===== src/common/ppbs_pkg.sv =====
// Package for the push-pull PWM stage with input blanking select.
// Assumes a plain register port with 8-bit registers.
package ppbs_pkg;
	localparam int          ADDR_W         = 4;
	localparam int          DATA_W         = 8;
	localparam int          NUM_SRC        = 5;
	// Register indices (chosen offsets)
	localparam logic [3:0]  ADDR_REBS      = 4'h0;
	localparam logic [3:0]  ADDR_FEBS      = 4'h1;
	localparam logic [3:0]  ADDR_CTRL      = 4'h2;
	localparam logic [3:0]  ADDR_RTIME     = 4'h3;
	localparam logic [3:0]  ADDR_FTIME     = 4'h4;
	localparam logic [3:0]  ADDR_STAT      = 4'h5;
	// Blank source field positions
	localparam int          BIT_PIN        = 7;
	localparam int          BIT_CMP1       = 1;
	localparam logic [7:0]  BS_MASK        = 8'h9E;
	localparam logic [7:0]  BS_RESET       = 8'h00;
	// Control register bits
	localparam int          CTRL_EN        = 0;
	localparam int          CTRL_REBM      = 1;
	localparam int          CTRL_FEBM      = 2;
	localparam logic [7:0]  CTRL_MASK      = 8'h07;
	localparam logic [7:0]  ZERO8          = 8'h00;
	// Status register bits
	localparam int          ST_PARITY      = 0;
	localparam int          ST_RBLANK      = 1;
	localparam int          ST_FBLANK      = 2;
	localparam int          ST_PRI         = 3;
	localparam int          ST_SEC         = 4;
endpackage


===== src/ppbs_top.sv =====
// Push-pull PWM output stage with rising/falling edge input blanking.
// Assumes event sources arrive synchronous to clk_i; one clock domain.
//
// Behaviour
// Alternate pulses between outputs each period
// Odd period: primary follows rise/fall events
// Even period: secondary follows rise/fall events
// No dead-band delay in push-pull
// Output steering ignored, fixed mapping
// Waveform only on primary and secondary
// Rising blank source register, pin and comparators
// Falling blank source register, same layout
// Selected pin blocked during blanking time
// Selected comparators blocked during blanking time
// Unselected sources pass unblanked
// Bits 6, 5, 0 read zero
// Selection bits clear on reset
// Rise/fall events start blanking counters
// Blanking ends when counter equals time
// Blanking suppresses all event kinds alike
// Parity starts odd on enable, toggles
// Idle output held inactive whole period
`timescale 1ns/10ps
module ppbs_top #(
	parameter int CNT_W = 8
) (
	input  wire logic                      clk_i,
	input  wire logic                      rst_n_i,
	input  wire logic [ppbs_pkg::ADDR_W-1:0] addr_i,
	input  wire logic [ppbs_pkg::DATA_W-1:0] wdata_i,
	input  wire logic                      wr_i,
	input  wire logic                      rd_i,
	output logic      [ppbs_pkg::DATA_W-1:0] rdata_o,
	input  wire logic                      external_event_pin_i,
	input  wire logic                      comparator_one_synced_i,
	input  wire logic                      comparator_two_synced_i,
	input  wire logic                      comparator_three_synced_i,
	input  wire logic                      comparator_four_synced_i,
	input  wire logic                      period_evt_i,
	input  wire logic                      rise_evt_i,
	input  wire logic                      fall_evt_i,
	input  wire logic [ppbs_pkg::NUM_SRC-1:0] src_rise_en_i,
	input  wire logic [ppbs_pkg::NUM_SRC-1:0] src_fall_en_i,
	input  wire logic [ppbs_pkg::NUM_SRC-1:0] src_per_en_i,
	input  wire logic [ppbs_pkg::NUM_SRC-1:0] src_shut_en_i,
	output logic                           primary_drive_out_o,
	output logic                           secondary_drive_out_o,
	output logic                           other_outs_o,
	output logic                           shutdown_o
);

	////////////////////////////////////////////////////////////////////////
	// Registers
	logic [7:0]       rise_blank_source_select_ff;
	logic [7:0]       fall_blank_source_select_ff;
	logic [7:0]       blanking_control_ff;
	logic [CNT_W-1:0] rise_blank_time_ff;
	logic [CNT_W-1:0] fall_blank_time_ff;
	logic [7:0]       rdata_ff;

	wire wr_rebs  = wr_i && (addr_i == ppbs_pkg::ADDR_REBS);
	wire wr_febs  = wr_i && (addr_i == ppbs_pkg::ADDR_FEBS);
	wire wr_ctrl  = wr_i && (addr_i == ppbs_pkg::ADDR_CTRL);
	wire wr_rtime = wr_i && (addr_i == ppbs_pkg::ADDR_RTIME);
	wire wr_ftime = wr_i && (addr_i == ppbs_pkg::ADDR_FTIME);

	wire enable   = blanking_control_ff[ppbs_pkg::CTRL_EN];
	wire rebm_on  = blanking_control_ff[ppbs_pkg::CTRL_REBM];
	wire febm_on  = blanking_control_ff[ppbs_pkg::CTRL_FEBM];

	always_ff @(posedge clk_i or negedge rst_n_i) begin
		if (!rst_n_i) begin
			rise_blank_source_select_ff <= ppbs_pkg::BS_RESET;
			fall_blank_source_select_ff <= ppbs_pkg::BS_RESET;
			blanking_control_ff         <= ppbs_pkg::ZERO8;
			rise_blank_time_ff          <= '0;
			fall_blank_time_ff          <= '0;
		end else begin
			if (wr_rebs)
				rise_blank_source_select_ff <= wdata_i & ppbs_pkg::BS_MASK;
			if (wr_febs)
				fall_blank_source_select_ff <= wdata_i & ppbs_pkg::BS_MASK;
			if (wr_ctrl)
				blanking_control_ff <= wdata_i & ppbs_pkg::CTRL_MASK;
			if (wr_rtime)
				rise_blank_time_ff <= wdata_i[CNT_W-1:0];
			if (wr_ftime)
				fall_blank_time_ff <= wdata_i[CNT_W-1:0];
		end
	end

	////////////////////////////////////////////////////////////////////////
	// Blanking counters
	logic             rblank_ff;
	logic             fblank_ff;
	logic [CNT_W-1:0] rcnt_ff;
	logic [CNT_W-1:0] fcnt_ff;

	// Pulse events from the timebase are accepted only while enabled
	wire rise_any;
	wire fall_any;
	wire per_any;

	wire r_start = rebm_on && rise_any;
	wire f_start = febm_on && fall_any;
	wire r_done  = rblank_ff && (rcnt_ff == rise_blank_time_ff);
	wire f_done  = fblank_ff && (fcnt_ff == fall_blank_time_ff);

	always_ff @(posedge clk_i or negedge rst_n_i) begin
		if (!rst_n_i) begin
			rblank_ff <= 1'b0;
			fblank_ff <= 1'b0;
			rcnt_ff   <= '0;
			fcnt_ff   <= '0;
		end else begin
			// Restart wins over termination so a new edge re-arms
			if (r_start) begin
				rblank_ff <= 1'b1;
				rcnt_ff   <= '0;
			end else if (r_done || !rebm_on) begin
				rblank_ff <= 1'b0;
			end else if (rblank_ff) begin
				rcnt_ff <= rcnt_ff + 1'b1;
			end
			if (f_start) begin
				fblank_ff <= 1'b1;
				fcnt_ff   <= '0;
			end else if (f_done || !febm_on) begin
				fblank_ff <= 1'b0;
			end else if (fblank_ff) begin
				fcnt_ff <= fcnt_ff + 1'b1;
			end
		end
	end

	////////////////////////////////////////////////////////////////////////
	// Source suppression, one lane per source
	wire [4:0] src_raw = {external_event_pin_i, comparator_four_synced_i,
		comparator_three_synced_i, comparator_two_synced_i,
		comparator_one_synced_i};
	wire [4:0] rsel = {rise_blank_source_select_ff[ppbs_pkg::BIT_PIN],
		rise_blank_source_select_ff[ppbs_pkg::BIT_CMP1+3:ppbs_pkg::BIT_CMP1]};
	wire [4:0] fsel = {fall_blank_source_select_ff[ppbs_pkg::BIT_PIN],
		fall_blank_source_select_ff[ppbs_pkg::BIT_CMP1+3:ppbs_pkg::BIT_CMP1]};
	logic [4:0] src_prev_ff;
	logic [4:0] src_edge;
	logic [4:0] src_lvl;

	genvar gi;
	generate
		for (gi = 0; gi < ppbs_pkg::NUM_SRC; gi++) begin : g_src
			wire blk = (rblank_ff && rsel[gi]) || (fblank_ff && fsel[gi]);
			// Unselected lane passes straight through
			assign src_lvl[gi]  = src_raw[gi] && !blk;
			assign src_edge[gi] = src_lvl[gi] && !src_prev_ff[gi];
		end
	endgenerate

	always_ff @(posedge clk_i or negedge rst_n_i) begin
		if (!rst_n_i)
			src_prev_ff <= '0;
		else
			src_prev_ff <= src_lvl;
	end

	// All event kinds see the same blanked lanes
	assign rise_any = enable && (rise_evt_i || |(src_edge & src_rise_en_i));
	assign fall_any = enable && (fall_evt_i || |(src_edge & src_fall_en_i));
	assign per_any  = enable && (period_evt_i || |(src_edge & src_per_en_i));
	wire   shut_any = enable && |(src_lvl & src_shut_en_i);

	////////////////////////////////////////////////////////////////////////
	// Push-pull waveform
	logic parity_even_ff;
	logic primary_ff;
	logic secondary_ff;
	logic shutdown_ff;
	logic enable_d_ff;

	wire en_rise = enable && !enable_d_ff;
	// Rising on the same cycle as a period edge belongs to the new period
	wire even_now = per_any ? !parity_even_ff : parity_even_ff;

	always_ff @(posedge clk_i or negedge rst_n_i) begin
		if (!rst_n_i) begin
			parity_even_ff <= 1'b0;
			enable_d_ff    <= 1'b0;
			primary_ff     <= 1'b0;
			secondary_ff   <= 1'b0;
			shutdown_ff    <= 1'b0;
		end else begin
			enable_d_ff <= enable;
			shutdown_ff <= shut_any;
			if (en_rise)
				parity_even_ff <= 1'b0;
			else if (per_any)
				parity_even_ff <= !parity_even_ff;
			if (!enable || shut_any) begin
				primary_ff   <= 1'b0;
				secondary_ff <= 1'b0;
			end else if (per_any) begin
				// Idle side cleared at each period boundary
				primary_ff   <= 1'b0;
				secondary_ff <= 1'b0;
				if (rise_any && !fall_any) begin
					primary_ff   <= !even_now;
					secondary_ff <= even_now;
				end
			end else if (fall_any) begin
				// No dead band: transitions land the same edge
				if (!even_now) primary_ff <= 1'b0;
				else secondary_ff <= 1'b0;
			end else if (rise_any) begin
				// Fixed mapping, no steering
				if (!even_now) primary_ff <= 1'b1;
				else secondary_ff <= 1'b1;
			end
		end
	end

	////////////////////////////////////////////////////////////////////////
	// Read port
	wire [7:0] stat = {3'b000, secondary_ff, primary_ff, fblank_ff,
		rblank_ff, parity_even_ff};
	logic [7:0] rmux;
	always_comb begin
		case (addr_i)
			ppbs_pkg::ADDR_REBS:  rmux = rise_blank_source_select_ff;
			ppbs_pkg::ADDR_FEBS:  rmux = fall_blank_source_select_ff;
			ppbs_pkg::ADDR_CTRL:  rmux = blanking_control_ff;
			ppbs_pkg::ADDR_RTIME: rmux = 8'(rise_blank_time_ff);
			ppbs_pkg::ADDR_FTIME: rmux = 8'(fall_blank_time_ff);
			ppbs_pkg::ADDR_STAT:  rmux = stat;
			default:              rmux = ppbs_pkg::ZERO8;
		endcase
	end

	always_ff @(posedge clk_i or negedge rst_n_i) begin
		if (!rst_n_i)
			rdata_ff <= ppbs_pkg::ZERO8;
		else if (rd_i)
			rdata_ff <= rmux;
		else
			rdata_ff <= ppbs_pkg::ZERO8;
	end

	assign rdata_o               = rdata_ff;
	assign primary_drive_out_o   = primary_ff;
	assign secondary_drive_out_o = secondary_ff;
	assign other_outs_o          = 1'b0;
	assign shutdown_o            = shutdown_ff;

endmodule // ppbs_top


===== config.mk =====
export PLATFORM = sky130hd
export DESIGN_NAME = ppbs_top
export DESIGN_NICKNAME = d
export VERILOG_FILES = /design/src/common/ppbs_pkg.sv /design/src/ppbs_top.sv
export SDC_FILE = /design/constraint.sdc
export NUM_CORES = 1
export LEC_CHECK = 0
export ABC_CLOCK_PERIOD_IN_PS = 2500
export BUFFER_PORTS_ARGS = -buffer_cell sky130_fd_sc_hd__buf_2
export CORE_MARGIN = 4
export CORE_UTILIZATION = 53
export CTS_BUF_LIST = sky130_fd_sc_hd__clkbuf_8
export CTS_CLUSTER_SIZE = 14
export DETAILED_ROUTE_END_ITERATION = 10
export GPL_TIMING_DRIVEN = 1
export PLACE_DENSITY = 0.75
export SLEW_MARGIN = 20
export SYNTH_ARGS = -nofsm -noshare
export SYNTH_HDL_FRONTEND = slang
export SYNTH_SLANG_ARGS = --single-unit

===== constraint.sdc =====
create_clock -name clk_i -period 2.5 [get_ports clk_i]
set_clock_uncertainty 0.2 [all_clocks]
set_input_delay 0.5 -clock clk_i [delete_from_list [all_inputs] [get_ports clk_i]]
set_output_delay 0.5 -clock clk_i [all_outputs]
set_load 0.005 [all_outputs]

Word-level counts from Yosys, hierarchy flattened. Cells that the tools add are included.

Register bits after elaboration: 65. Output and inout bits: 12. Logic and storage cells: 138.

Bitwise logic cells: 4. Add/subtract/negate cells: 2. Reduce and logical (&&, ||, !) cells: 78. Equality and inequality tests: 10. Muxes and demuxes: 28.

Operators with widths (number): two-way mux 8 bit (7); case mux 8 bit (6 select lines) (1); logical AND 1 bit (35); AND 5 bit (4); two-way mux 1 bit (20); OR reduction 5 bit (4); logical NOT 1 bit (17); adder 8 x 1 -> 8 bit, second input constant (2); == test 8 bit (2); logical OR 1 bit (11); == test 4 x 2 -> 1 bit, second input constant (2); == test 4 x 3 -> 1 bit, second input constant (2); AND reduction 2 bit (4); nonzero test 2 bit (4); == test 4 x 1 -> 1 bit, second input constant (1); logical NOT 4 bit (1); inequality test 2 bit, second input constant (2); nonzero test 4 bit (1); inequality test 3 x 2 -> 1 bit, second input constant (1); nonzero test 3 bit (1).

Depth between registers and ports, before layout. Gate-level depths: netlist (run 1).

Word-level depth: 15. Gate-level depth with buffers: 10. Depth with buffers taken out: 9.

Worst setup path after synthesis (run 1). Ideal clock, no wire load.

Kind: input to register. Start point: in comparator_four_synced_i. End point: reg secondary_ff, in the netlist secondary_drive_out_o. Arrival: 2.152 ns. Setup time: 0.127 ns. Path buffers: 0. Path slack: 0.021 ns. Required time: 2.173 ns. Stages: 9. Cell sequence: a21bo_1 -> a211oi_2 -> a32o_1 -> nor4_1 -> nand2b_1 -> ha_1 -> a21o_1 -> a21oi_1 -> a21oi_1.

Longest elaborated chain between the ends: 11. Elaborated cells on any way between the ends: 28.

RTL lines: start: declaration (line ppbs_top.sv:38) `input wire logic comparator_four_synced_i,`; logical AND 1 bit (*) (line ppbs_top.sv:154) `assign src_lvl[gi] = src_raw[gi] && !blk;`; logical AND 1 bit (line ppbs_top.sv:155) `assign src_edge[gi] = src_lvl[gi] && !src_prev_ff[gi];`; AND 5 bit (line ppbs_top.sv:168) `assign fall_any = enable && (fall_evt_i || |(src_edge & src_fall_en_i));`; OR reduction 5 bit (line ppbs_top.sv:168); logical OR 1 bit (line ppbs_top.sv:168); logical AND 1 bit (line ppbs_top.sv:168); logical NOT 1 bit (line ppbs_top.sv:205) `if (rise_any && !fall_any) begin`; logical AND 1 bit (line ppbs_top.sv:205); two-way mux 1 bit (line ppbs_top.sv:205); two-way mux 1 bit (line ppbs_top.sv:201) `end else if (per_any) begin`; two-way mux 1 bit (line ppbs_top.sv:198) `if (!enable || shut_any) begin`; end signal: assignment (line ppbs_top.sv:207) `secondary_ff <= even_now;`; end: declaration (line ppbs_top.sv:176) `logic secondary_ff;`.

Every way passes the cells marked *; elsewhere a longest branch is shown, timed or not. A chain may end at the register's enable or synchronous reset.

Worst setup path in the final report (run 1).
Start point: reg fblank_ff. End point: reg secondary_ff, in the netlist secondary_drive_out_o.

Longest elaborated chain between the ends: 14. Elaborated cells on any way between the ends: 51.

RTL lines: start: declaration (line ppbs_top.sv:95) `logic fblank_ff;`; start signal: assignment (line ppbs_top.sv:112) `fblank_ff <= 1'b0;`; start signal: assignment (line ppbs_top.sv:126) `fblank_ff <= 1'b1;`; start signal: assignment (line ppbs_top.sv:129) `fblank_ff <= 1'b0;`; logical AND 1 bit (*) (line ppbs_top.sv:152) `wire blk = (rblank_ff && rsel[gi]) || (fblank_ff && fsel[gi]);`; logical OR 1 bit (*) (line ppbs_top.sv:152); logical NOT 1 bit (*) (line ppbs_top.sv:154); logical AND 1 bit (*) (line ppbs_top.sv:154); net src_lvl[0] (line ppbs_top.sv:147) `logic [4:0] src_lvl;`; logical AND 1 bit (line ppbs_top.sv:155); AND 5 bit (line ppbs_top.sv:168); OR reduction 5 bit (line ppbs_top.sv:168); logical OR 1 bit (line ppbs_top.sv:168); logical AND 1 bit (line ppbs_top.sv:168); logical NOT 1 bit (line ppbs_top.sv:205); logical AND 1 bit (line ppbs_top.sv:205); two-way mux 1 bit (line ppbs_top.sv:205); two-way mux 1 bit (line ppbs_top.sv:201); two-way mux 1 bit (line ppbs_top.sv:198).

The timed path passes the listed nets; every way through them passes the cells marked *.

==> results of run 1 <==
-- critical path: stages (launching register included) --
cell and delay, ns:
dfrtp_1 0.42, buf_4 0.17, a221oi_4 0.07, a32o_1 0.28
nor4_2 0.31, nand2b_1 0.21, ha_4 0.23, a21o_1 0.16
a21oi_1 0.15, a21oi_1 0.05
-- final cells by class --
cell class                      instances  area (um^2)  share of cell area, %
Inverter                               12         45.0                   1.14
Tap cell                               75         93.8                   2.37
Timing Repair Buffer                   69          398                   10.0
Clock buffer                           12          165                   4.17
Clock inverter                          3         16.3                  0.410
Multi-Input combinational cell        215         1620                   40.9
Sequential cell                        65         1630                   41.0
-- synthesized netlist by cell type, drive strengths merged (3+ instances only) --
cell type,n,area (um^2)
nor3,5,25.0
and2,3,18.8
a21oi,10,53.8
nand4,3,18.8
nand3b,3,22.5
mux2,29,327
nor2,21,78.8
a32oi,3,26.3
dfrtp,65,1630
a221oi,3,67.6
mux2i,6,60.1
and3,5,36.3
nand2,29,109
inv,12,45.0
nor4,3,18.8
a22oi,7,52.6
o21ai,10,50.1
nand3,6,30.0
buf,6,47.5
o21bai,3,26.3
xor2,10,87.6
nand2b,3,18.8
clkbuf,4,15.0
xnor2,14,123
a31oi,3,18.8
ha,4,50.1
-- cell families (layout without fill, tap and decap cells) --
logic type                 after synthesis  after routing  share of synthesized area (%)
buffers and inverters                   22             96                           3.23
and+or+nand+nor                         91             91                           13.8
adders and majority gates                4              4                           1.50
AOI/OAI and AO/OA                       60             60                           14.6
muxes                                   35             35                           11.6
other                                    1              1                          0.113
xor gates and xnor gates                24             24                           6.32
DFF                                     65             65                           48.9
-- through the flow --
stage	TNS (ns)	hold WS [ns]	utilization, %
6_report	0	0.217	66.2
5_1_grt	0	0.221	66.2
4_1_cts	0	0.205	65.7
3_5_place_dp	-0.108	0.264	62.5
3_3_place_gp	0	0.254	62.5
2_1_floorplan	0	0.00441	-
-- worst max path at each step --
| stage | from | to | slack [ns] | depth (start not counted) |
|---|---|---|---|---|
| final | fblank_ff$_DFFE_PN0P_ | secondary_drive_out_o$_DFFE_PN0P_ | 0.12 | 9 |
| after global placement | comparator_four_synced_i | secondary_drive_out_o$_DFFE_PN0P_ | 0.009 | 10 |
| after global routing | fblank_ff$_DFFE_PN0P_ | secondary_drive_out_o$_DFFE_PN0P_ | 0.002 | 9 |
| after detailed placement | comparator_four_synced_i | secondary_drive_out_o$_DFFE_PN0P_ | -0.09 | 10 |
| after floorplan | comparator_four_synced_i | secondary_drive_out_o$_DFFE_PN0P_ | 0.02 | 9 |
| after CTS | fblank_ff$_DFFE_PN0P_ | secondary_drive_out_o$_DFFE_PN0P_ | 0.06 | 9 |
-- power by group through the flow --
stage | Sequential (W) | Clock [W] | Combinational [W]
2_1_floorplan | 0.00146 | 0 | 0.000595
3_3_place_gp | 0.00152 | 0 | 0.000771
3_5_place_dp | 0.00153 | 0 | 0.000796
4_1_cts | 0.00152 | 0.000822 | 0.000804
5_1_grt | 0.00155 | 0.000868 | 0.000942
6_report | 0.00152 | 0.000806 | 0.000830
-- registers in the layout (all words and copies together), names as in the netlist --
name and flops:
fall_blank_time_ff 8, fcnt_ff 8, rcnt_ff 8, rdata_o 8, rise_blank_time_ff 8, fall_blank_source_select_ff 5
rise_blank_source_select_ff 5, src_prev_ff 5, blanking_control_ff 3, enable_d_ff 1, fblank_ff 1, parity_even_ff 1
primary_drive_out_o 1, rblank_ff 1, secondary_drive_out_o 1, shutdown_o 1
-- repair_timing --
action | CTS | global route
gates resized for setup | 0 | 4
endpoints found under the setup margin | 0 | 3
hold endpoints to repair | 16 | 0
hold buffers | 1 | 0
-- routing by layer --
metal | wire length [um] | share of wire [%] | vias up
met2 | 3520 | 46 | 103
met4 | 140 | 1.8 | 0
met1 | 3430 | 45 | 1265
li1 | - | - | 1230
met3 | 558 | 7.3 | 17
met5 | 0 | 0 | -
==> flow_metrics.tcl, run 1 <==
set metrics [dict create \
    cp-end-kind "flop" \
    final_common_cell "dfrtp_1" \
    initial_utilization_pct 55.5 \
    wire_per_inst_um 17.0 \
    die_h_um 87.2 \
    report.final.setup_viol 0 \
    grt_util_met3_pct 4.54 \
    p_int_w 0.00213 \
    syn_to_final_growth_pct 19.2 \
    critPathRequiredTime_ns 2.52 \
    numCtsBuffers 9 \
    grt_start_max_net_pins 34 \
    p_clk_share_pct 25.5 \
    antenna_found_initial 0 \
    synthesis.area_um2 3330 \
    slew_violations 0 \
    worst-r2r-setup-slack_ns 0.12 \
    async_flop_share_pct 100 \
    r2r-end "secondary_drive_out_o$_DFFE_PN0P_" \
    hold_viol_final 0 \
    fmax_mhz 421 \
    clock_latency_ns 0.33 \
    grt_pass1_vias 2577 \
    cts.path.max_buffers 2 \
    drv_cap 0 \
    grt_use_met1_pct 29.8 \
    period_needed_ns 2.38 \
    gp_congestion 0.907 \
    viasPerCell 5.80 \
    die_area_um2 7610 \
    final_nets 420 \
    fin_crit_sh_pct 95.0 \
    min_to "rise_blank_time_ff[6]$_DFFE_PN0P_" \
    dr.pass1.iters 5 \
    irDropWorstVdd_v 0.000460 \
    grt_use_total_pct 22.1 \
    synth_area_per_cell_um2 11.0 \
    io_buffer_count 54 \
    combPwrFrac_pct 26.3 \
    wirelength_um 7650 \
    ys_types 56 \
    p_leak_nw 1.85 \
    finalNonFillerCells 451 \
    dp_hpwl_um 5860 \
    r2r-start "fblank_ff$_DFFE_PN0P_" \
    ff2ff_path_depth 9 \
    power_w 0.00316 \
    ant_nets 0 \
    p_seq_share_pct 48.2 \
    drt_iter0_drc 273 \
    worstSetupStartpointType "flop" \
    via_count 2615 \
    p_switching_w 0.00102 \
    post_dp_cell_area_um2 3750 \
    cts_tree "done" \
    die_w_um 87.2 \
    nFillCells 450 \
    ys_ff_latch 65 \
    worstPathArrival_ns 2.39 \
    powerDensity_nw_per_um2 796 \
    overflow 0 \
    rows 28 \
    min_path_cells 2 \
    swShare_pct 32.5 \
    synth_edf_count 0 \
    post_cts_buffers 0 \
    synth_warnings 0 \
    clk_pin_slew_ns 0.07 \
    coreArea_um2 5990 \
    critPathKind "flop to flop" \
    synth_flop_cell "dfrtp_1" \
    cts-htree-levels 3 \
    layout_common_cells "65 x dfrtp_1, 54 x buf_2, 29 x nand2_1, 29 x mux2_2, 21 x nor2_1" \
    placed_cells 435 \
    final_cell_area_um2 3970 \
    drc 0 \
    pre_cts_slack_ns -0.0918 \
    seq_area_frac_synth_pct 48.9 \
    setup_ws_ns 0.125 \
    numClockSinks 65 \
    drive_above_1_share_pct 32.7 \
    grtUsageMet2_pct 35.1 \
    top_usage_layer "met2" \
    pin_count 56 \
    synth_nets 350 \
    clockRootBuffer "clkbuf_8" \
    worstHoldStart "wdata_i[6]" \
    status "finished, final reports clean" \
    rsz0062_at_grt "no" \
    n_antenna_cell 0 \
    hp-class "primary input to flop" \
    synth_cells 302 \
    cp_max_fo 5 \
    grt_pass1_wl_um 12700 \
]
(Power assumes the default switching activity.)
==> run 2, diff against run 1 <==
--- a/config.mk
+++ b/config.mk
@@ -7,6 +7,7 @@
 export LEC_CHECK = 0
 export ABC_CLOCK_PERIOD_IN_PS = 2500
 export BUFFER_PORTS_ARGS = -buffer_cell sky130_fd_sc_hd__buf_2
+export CORE_ASPECT_RATIO = 0.5
 export CORE_MARGIN = 4
 export CORE_UTILIZATION = 53
 export CTS_BUF_LIST = sky130_fd_sc_hd__clkbuf_8
==> run 2 against run 1 <==
Net effect:
- hold slack worse by 0.0034 ns
- sequential share of layout area down 0.82 points
- clock power up 2%
- fmax fell by 0.73%
- setup slack got worse by 0.018 ns
- global-route usage increased by 0.66 points
- first-iteration DRC count down 41%
- critical endpoint is now primary_drive_out_o$_DFFE_PN0P_
- largest cell class unchanged
==> flow_metrics.tcl, run 2 (synthesis results as in run 1) <==
set metrics [dict create \
    status "finished, final reports clean" \
    critPathRequiredTime_ns 2.53 \
    cp_max_fo 7 \
    power_w 0.00326 \
    final_nets 427 \
    syn_to_final_growth_pct 21.6 \
    pin_count 56 \
    cp-end-kind "flop" \
    gp_congestion 0.952 \
    clock_latency_ns 0.34 \
    grt_pass1_vias 2758 \
    rsz0062_at_grt "no" \
    report.final.setup_viol 0 \
    rows 20 \
    die_w_um 120 \
    powerDensity_nw_per_um2 805 \
    period_needed_ns 2.39 \
    final_common_cell "dfrtp_1" \
    path_buf_inv 2 \
    via_count 2631 \
    drc 0 \
    worstSetupStartpointType "flop" \
    critical_path.top_delay_family "compound AO/OA/AOI/OAI gates" \
    crit_chain "buf_12 > a21bo_1 > a211oi_2 > a32o_1 > nor4_1 > buf_4 > nand2b_4 > ha_4 > nand2b_1 > a32oi_1 > a21oi_1" \
    cts_tree "done" \
    slowest_stage "dfrtp_1" \
    grt_start_max_net_pins 33 \
    whs_ns 0.214 \
    multi_input_area_um2 1620 \
    irDropWorstVdd_v 0.000308 \
    clk_pin_slew_ns 0.08 \
    worstPathArrival_ns 2.42 \
    overflow 0 \
    critPathMaxStageDelay_ns 0.41 \
    wire_per_inst_um 17.2 \
    antenna_found_initial 0 \
    clockRootBuffer "clkbuf_8" \
    nFillCells 468 \
    layout_common_cells "65 x dfrtp_1, 54 x buf_2, 29 x nand2_1, 29 x mux2_2, 21 x nor2_1" \
    viasPerCell 5.57 \
    critPathKind "flop to flop" \
    slew_violations 0 \
    p_leak_nw 1.89 \
    cts-htree-levels 3 \
    hold_viol_final 0 \
    finalNonFillerCells 472 \
    register_area_um2 1630 \
    drive_above_1_share_pct 34.1 \
    wirelength_um 8110 \
    hp-class "primary input to flop" \
    die_area_um2 7690 \
    grt_pass1_wl_um 13500 \
    drt_iter0_drc 162 \
    coreArea_um2 6080 \
    die_h_um 64.0 \
    fmax_mhz 418 \
    numCtsBuffers 9 \
    ant_nets 0 \
    post_dp_cell_area_um2 3810 \
    grt_use_total_pct 22.8 \
    fin_crit_sh_pct 95.7 \
    n_antenna_cell 0 \
    dp_hpwl_um 6190 \
    io_buffer_count 54 \
    cts.path.max_buffers 2 \
    dr.pass1.iters 4 \
    drv_cap 0 \
    initial_utilization_pct 54.7 \
    numClockSinks 65 \
    placed_cells 453 \
    final_cell_area_um2 4050 \
]
[run 2: metrics by stage]
stage | setup slack [ns] | util (%) | setup TNS, ns
after floorplan | 0.0212 | - | 0
after global placement | -0.0310 | 62.7 | -0.0310
after detailed placement | -0.120 | 62.7 | -0.168
after CTS | 0.0590 | 66.2 | 0
after global routing | 0.000302 | 66.5 | 0
final | 0.107 | 66.5 | 0
[run 2: what timing repair did]
action                     CTS  global route
hold endpoints to repair    15             0
gates resized for setup      2             1
setup endpoints to repair    2             5
hold buffers                 1             0
pin swaps                    1             2
buffers inserted             0             2
[run 2: layout make-up]
| type | instances | share of cell area (%) |
|---|---|---|
| clock inverters | 5 | 0.742 |
| flip-flops and latches | 65 | 40.2 |
| clock buffers | 11 | 3.74 |
| well taps | 88 | 2.72 |
| inverters | 12 | 1.11 |
| multi-input cells | 215 | 40.0 |
| repair buffers | 76 | 11.4 |
[run 2: final timing paths]
kind | start | endpoint | slack, ns | depth (start not counted)
max | rblank_ff$_DFFE_PN0P_ | primary_drive_out_o$_DFFE_PN0P_ | 0.11 | 11
min | wdata_i[5] | rise_blank_time_ff[5]$_DFFE_PN0P_ | 0.21 | 2
max reg2reg | rblank_ff$_DFFE_PN0P_ | primary_drive_out_o$_DFFE_PN0P_ | 0.11 | 11
min reg2reg | enable_d_ff$_DFF_PN0_ | parity_even_ff$_DFF_PN0_ | 0.29 | 1
max in group asynchronous | rst_n_i | fall_blank_source_select_ff[1]$_DFFE_PN0P_ | 1.10 | 3
min in group asynchronous | rst_n_i | rdata_o[0]$_DFF_PN0_ | 0.41 | 2
[run 2: per-layer routing]
layer  routed length (um)  vias to the layer above  track usage, %  part of all wire [%]
met2                 3810                       80            36.8                    47
met1                 3580                     1304            29.7                    44
met3                  630                       10            6.90                   7.8
met4                   91                        0            6.99                   1.1
li1                     -                     1237               -                     -
met5                    0                        -               0                     0
[run 2: worst register-to-register path: cells and delay by family (launching register included)]
kind / cells / cell delay, ns
AOI/OAI and AO/OA: 5 / 0.84
DFF: 1 / 0.41
buffers and inverters: 2 / 0.30
adders and majority gates: 1 / 0.29
and+or+nand+nor: 3 / 0.27
[run 2: power breakdown]
part	internal (W)	switching, W	leakage [nW]
registers	0.00127	0.000252	0.837
clock network	0.000408	0.000417	0.0911
logic	0.000481	0.000434	0.964
==> run 3, diff against run 2 <==
--- a/config.mk
+++ b/config.mk
@@ -9,12 +9,12 @@
 export BUFFER_PORTS_ARGS = -buffer_cell sky130_fd_sc_hd__buf_2
 export CORE_ASPECT_RATIO = 0.5
 export CORE_MARGIN = 4
-export CORE_UTILIZATION = 53
+export CORE_UTILIZATION = 34
 export CTS_BUF_LIST = sky130_fd_sc_hd__clkbuf_8
 export CTS_CLUSTER_SIZE = 14
 export DETAILED_ROUTE_END_ITERATION = 10
 export GPL_TIMING_DRIVEN = 1
-export PLACE_DENSITY = 0.75
+export PLACE_DENSITY = 0.51
 export SLEW_MARGIN = 20
 export SYNTH_ARGS = -nofsm -noshare
 export SYNTH_HDL_FRONTEND = slang
==> run 3 against run 2 <==
Net effect:
- highest routed layer unchanged
- via count fell by 1.8%
- hold slack got worse by 0.011 ns
- largest power group unchanged
- critical endpoint unchanged
- register-to-register slack worse by 0.05 ns
==> flow_metrics.tcl, run 3 (synthesis results as in run 1) <==
set metrics [dict create \
    fmax_mhz 409 \
    layout_common_cells "64 x dfrtp_1, 54 x buf_2, 29 x nand2_1, 29 x mux2_2, 21 x nor2_1" \
    powerDensity_nw_per_um2 809 \
    r2r-start "rblank_ff$_DFFE_PN0P_" \
    initial_utilization_pct 35.1 \
    irDropWorstVdd_v 0.000260 \
    critical_path.top_delay_family "compound AO/OA/AOI/OAI gates" \
    drt_iter0_drc 137 \
    path_buf_inv 2 \
    power_w 0.00337 \
    clk_pin_slew_ns 0.07 \
    crit_chain "buf_6 > a21bo_1 > a211oi_2 > a32o_2 > nor4_4 > buf_4 > nand2b_4 > ha_4 > nand2b_1 > a32oi_1 > a21oi_1" \
    period_needed_ns 2.44 \
    worstPathArrival_ns 2.47 \
    pin_count 56 \
    cts-htree-levels 3 \
    ff2ff_path_depth 11 \
    finalNonFillerCells 521 \
    wirelength_um 8660 \
    critPathRequiredTime_ns 2.53 \
    grt_pass1_wl_um 13800 \
    p_leak_nw 1.93 \
    wire_per_inst_um 16.6 \
    clockRootBuffer "clkbuf_8" \
    io_buffer_count 54 \
    antenna_found_initial 0 \
    die_h_um 77.9 \
    hold_viol_final 0 \
    critPathKind "flop to flop" \
    cts_tree "done" \
    n_antenna_cell 0 \
    cp.depth 11 \
    cp-end-kind "flop" \
    syn_to_final_growth_pct 25.2 \
    post_dp_cell_area_um2 3860 \
    ant_nets 0 \
    cts.path.max_buffers 2 \
    dr.pass1.iters 4 \
    drive_above_1_share_pct 35.8 \
    worstHoldStart "wdata_i[6]" \
    via_count 2584 \
    drv_cap 0 \
    final_common_cell "dfrtp_1" \
    placed_cells 500 \
    rows 25 \
    critPathMaxStageDelay_ns 0.41 \
    numCtsBuffers 9 \
    gp_congestion 0.858 \
    clock_latency_ns 0.35 \
    drc 0 \
    dp_hpwl_um 6520 \
    report.final.setup_viol 0 \
    grt_start_max_net_pins 66 \
    numClockSinks 65 \
    slowest_stage "dfrtp_1" \
    critPathLaunch "rblank_ff$_DFFE_PN0P_" \
    overflow 0 \
    final_nets 429 \
    min_path_cells 2 \
    die_w_um 148 \
    coreArea_um2 9480 \
    worstSetupStartpointType "flop" \
    grt_use_total_pct 15.7 \
    status "finished, final reports clean" \
    grt_pass1_vias 2652 \
    final_cell_area_um2 4170 \
    hp-class "primary input to flop" \
    slew_violations 0 \
    viasPerCell 4.96 \
    fin_crit_sh_pct 97.8 \
    cp_max_fo 5 \
    die_area_um2 11500 \
]
[run 3: layout make-up]
type,instances,area (um^2)
tap,135,169
sequential,65,1630
multi-input combinational,215,1640
inverter,12,45.0
clock inverter,4,42.5
timing repair buffer,78,473
fill,908,5310
clock buffer,12,165
[run 3: worst paths after layout]
path | to | slack [ns]
worst max-delay path | primary_drive_out_o$_DFFE_PN0P_ | 0.06
worst min-delay path | fall_blank_time_ff[6]$_DFFE_PN0P_ | 0.20
worst max register to register | primary_drive_out_o$_DFFE_PN0P_ | 0.06
worst min register to register | parity_even_ff$_DFF_PN0_ | 0.27
max in group asynchronous | rdata_o[6]$_DFF_PN0_ | 1.32
min in group asynchronous | src_prev_ff[2]$_DFF_PN0_ | 0.49
[run 3: routing by layer]
layer / up-vias / GRT usage [%] / routed length (um)
li1: 1244 / - / -
met1: 1282 / 20.6 / 4000
met2: 48 / 25.3 / 4070
met3: 10 / 4.78 / 486
met4: 0 / 4.70 / 99
met5: - / 0 / 0
[run 3: where the power goes]
group	leakage, nW	internal, W	switching [W]
clock network	0.115	0.000534	0.000394
registers	0.836	0.00127	0.000261
logic	0.977	0.000490	0.000424
total	1.93	0.00229	0.00108
[run 3: metrics by stage]
stage	hold slack (ns)	setup WS, ns	utilization [%]	TNS [ns]
floorplan	0.00441	0.0212	-	0
global placement	0.257	-0.211	40.7	-0.334
detailed placement	0.255	-0.278	40.7	-0.561
CTS	0.187	0.0378	43.4	0
global route	0.192	-0.00844	44.0	-0.00844
finish	0.203	0.0551	44.0	0
[run 3: repair_timing]
action / CTS / global route
setup buffers: 1 / 3
endpoints found under the hold margin: 65 / 0
endpoints found under the setup margin: 2 / 3
hold buffers: 1 / 0
pin swaps: 1 / 5
resized for setup: 5 / 8
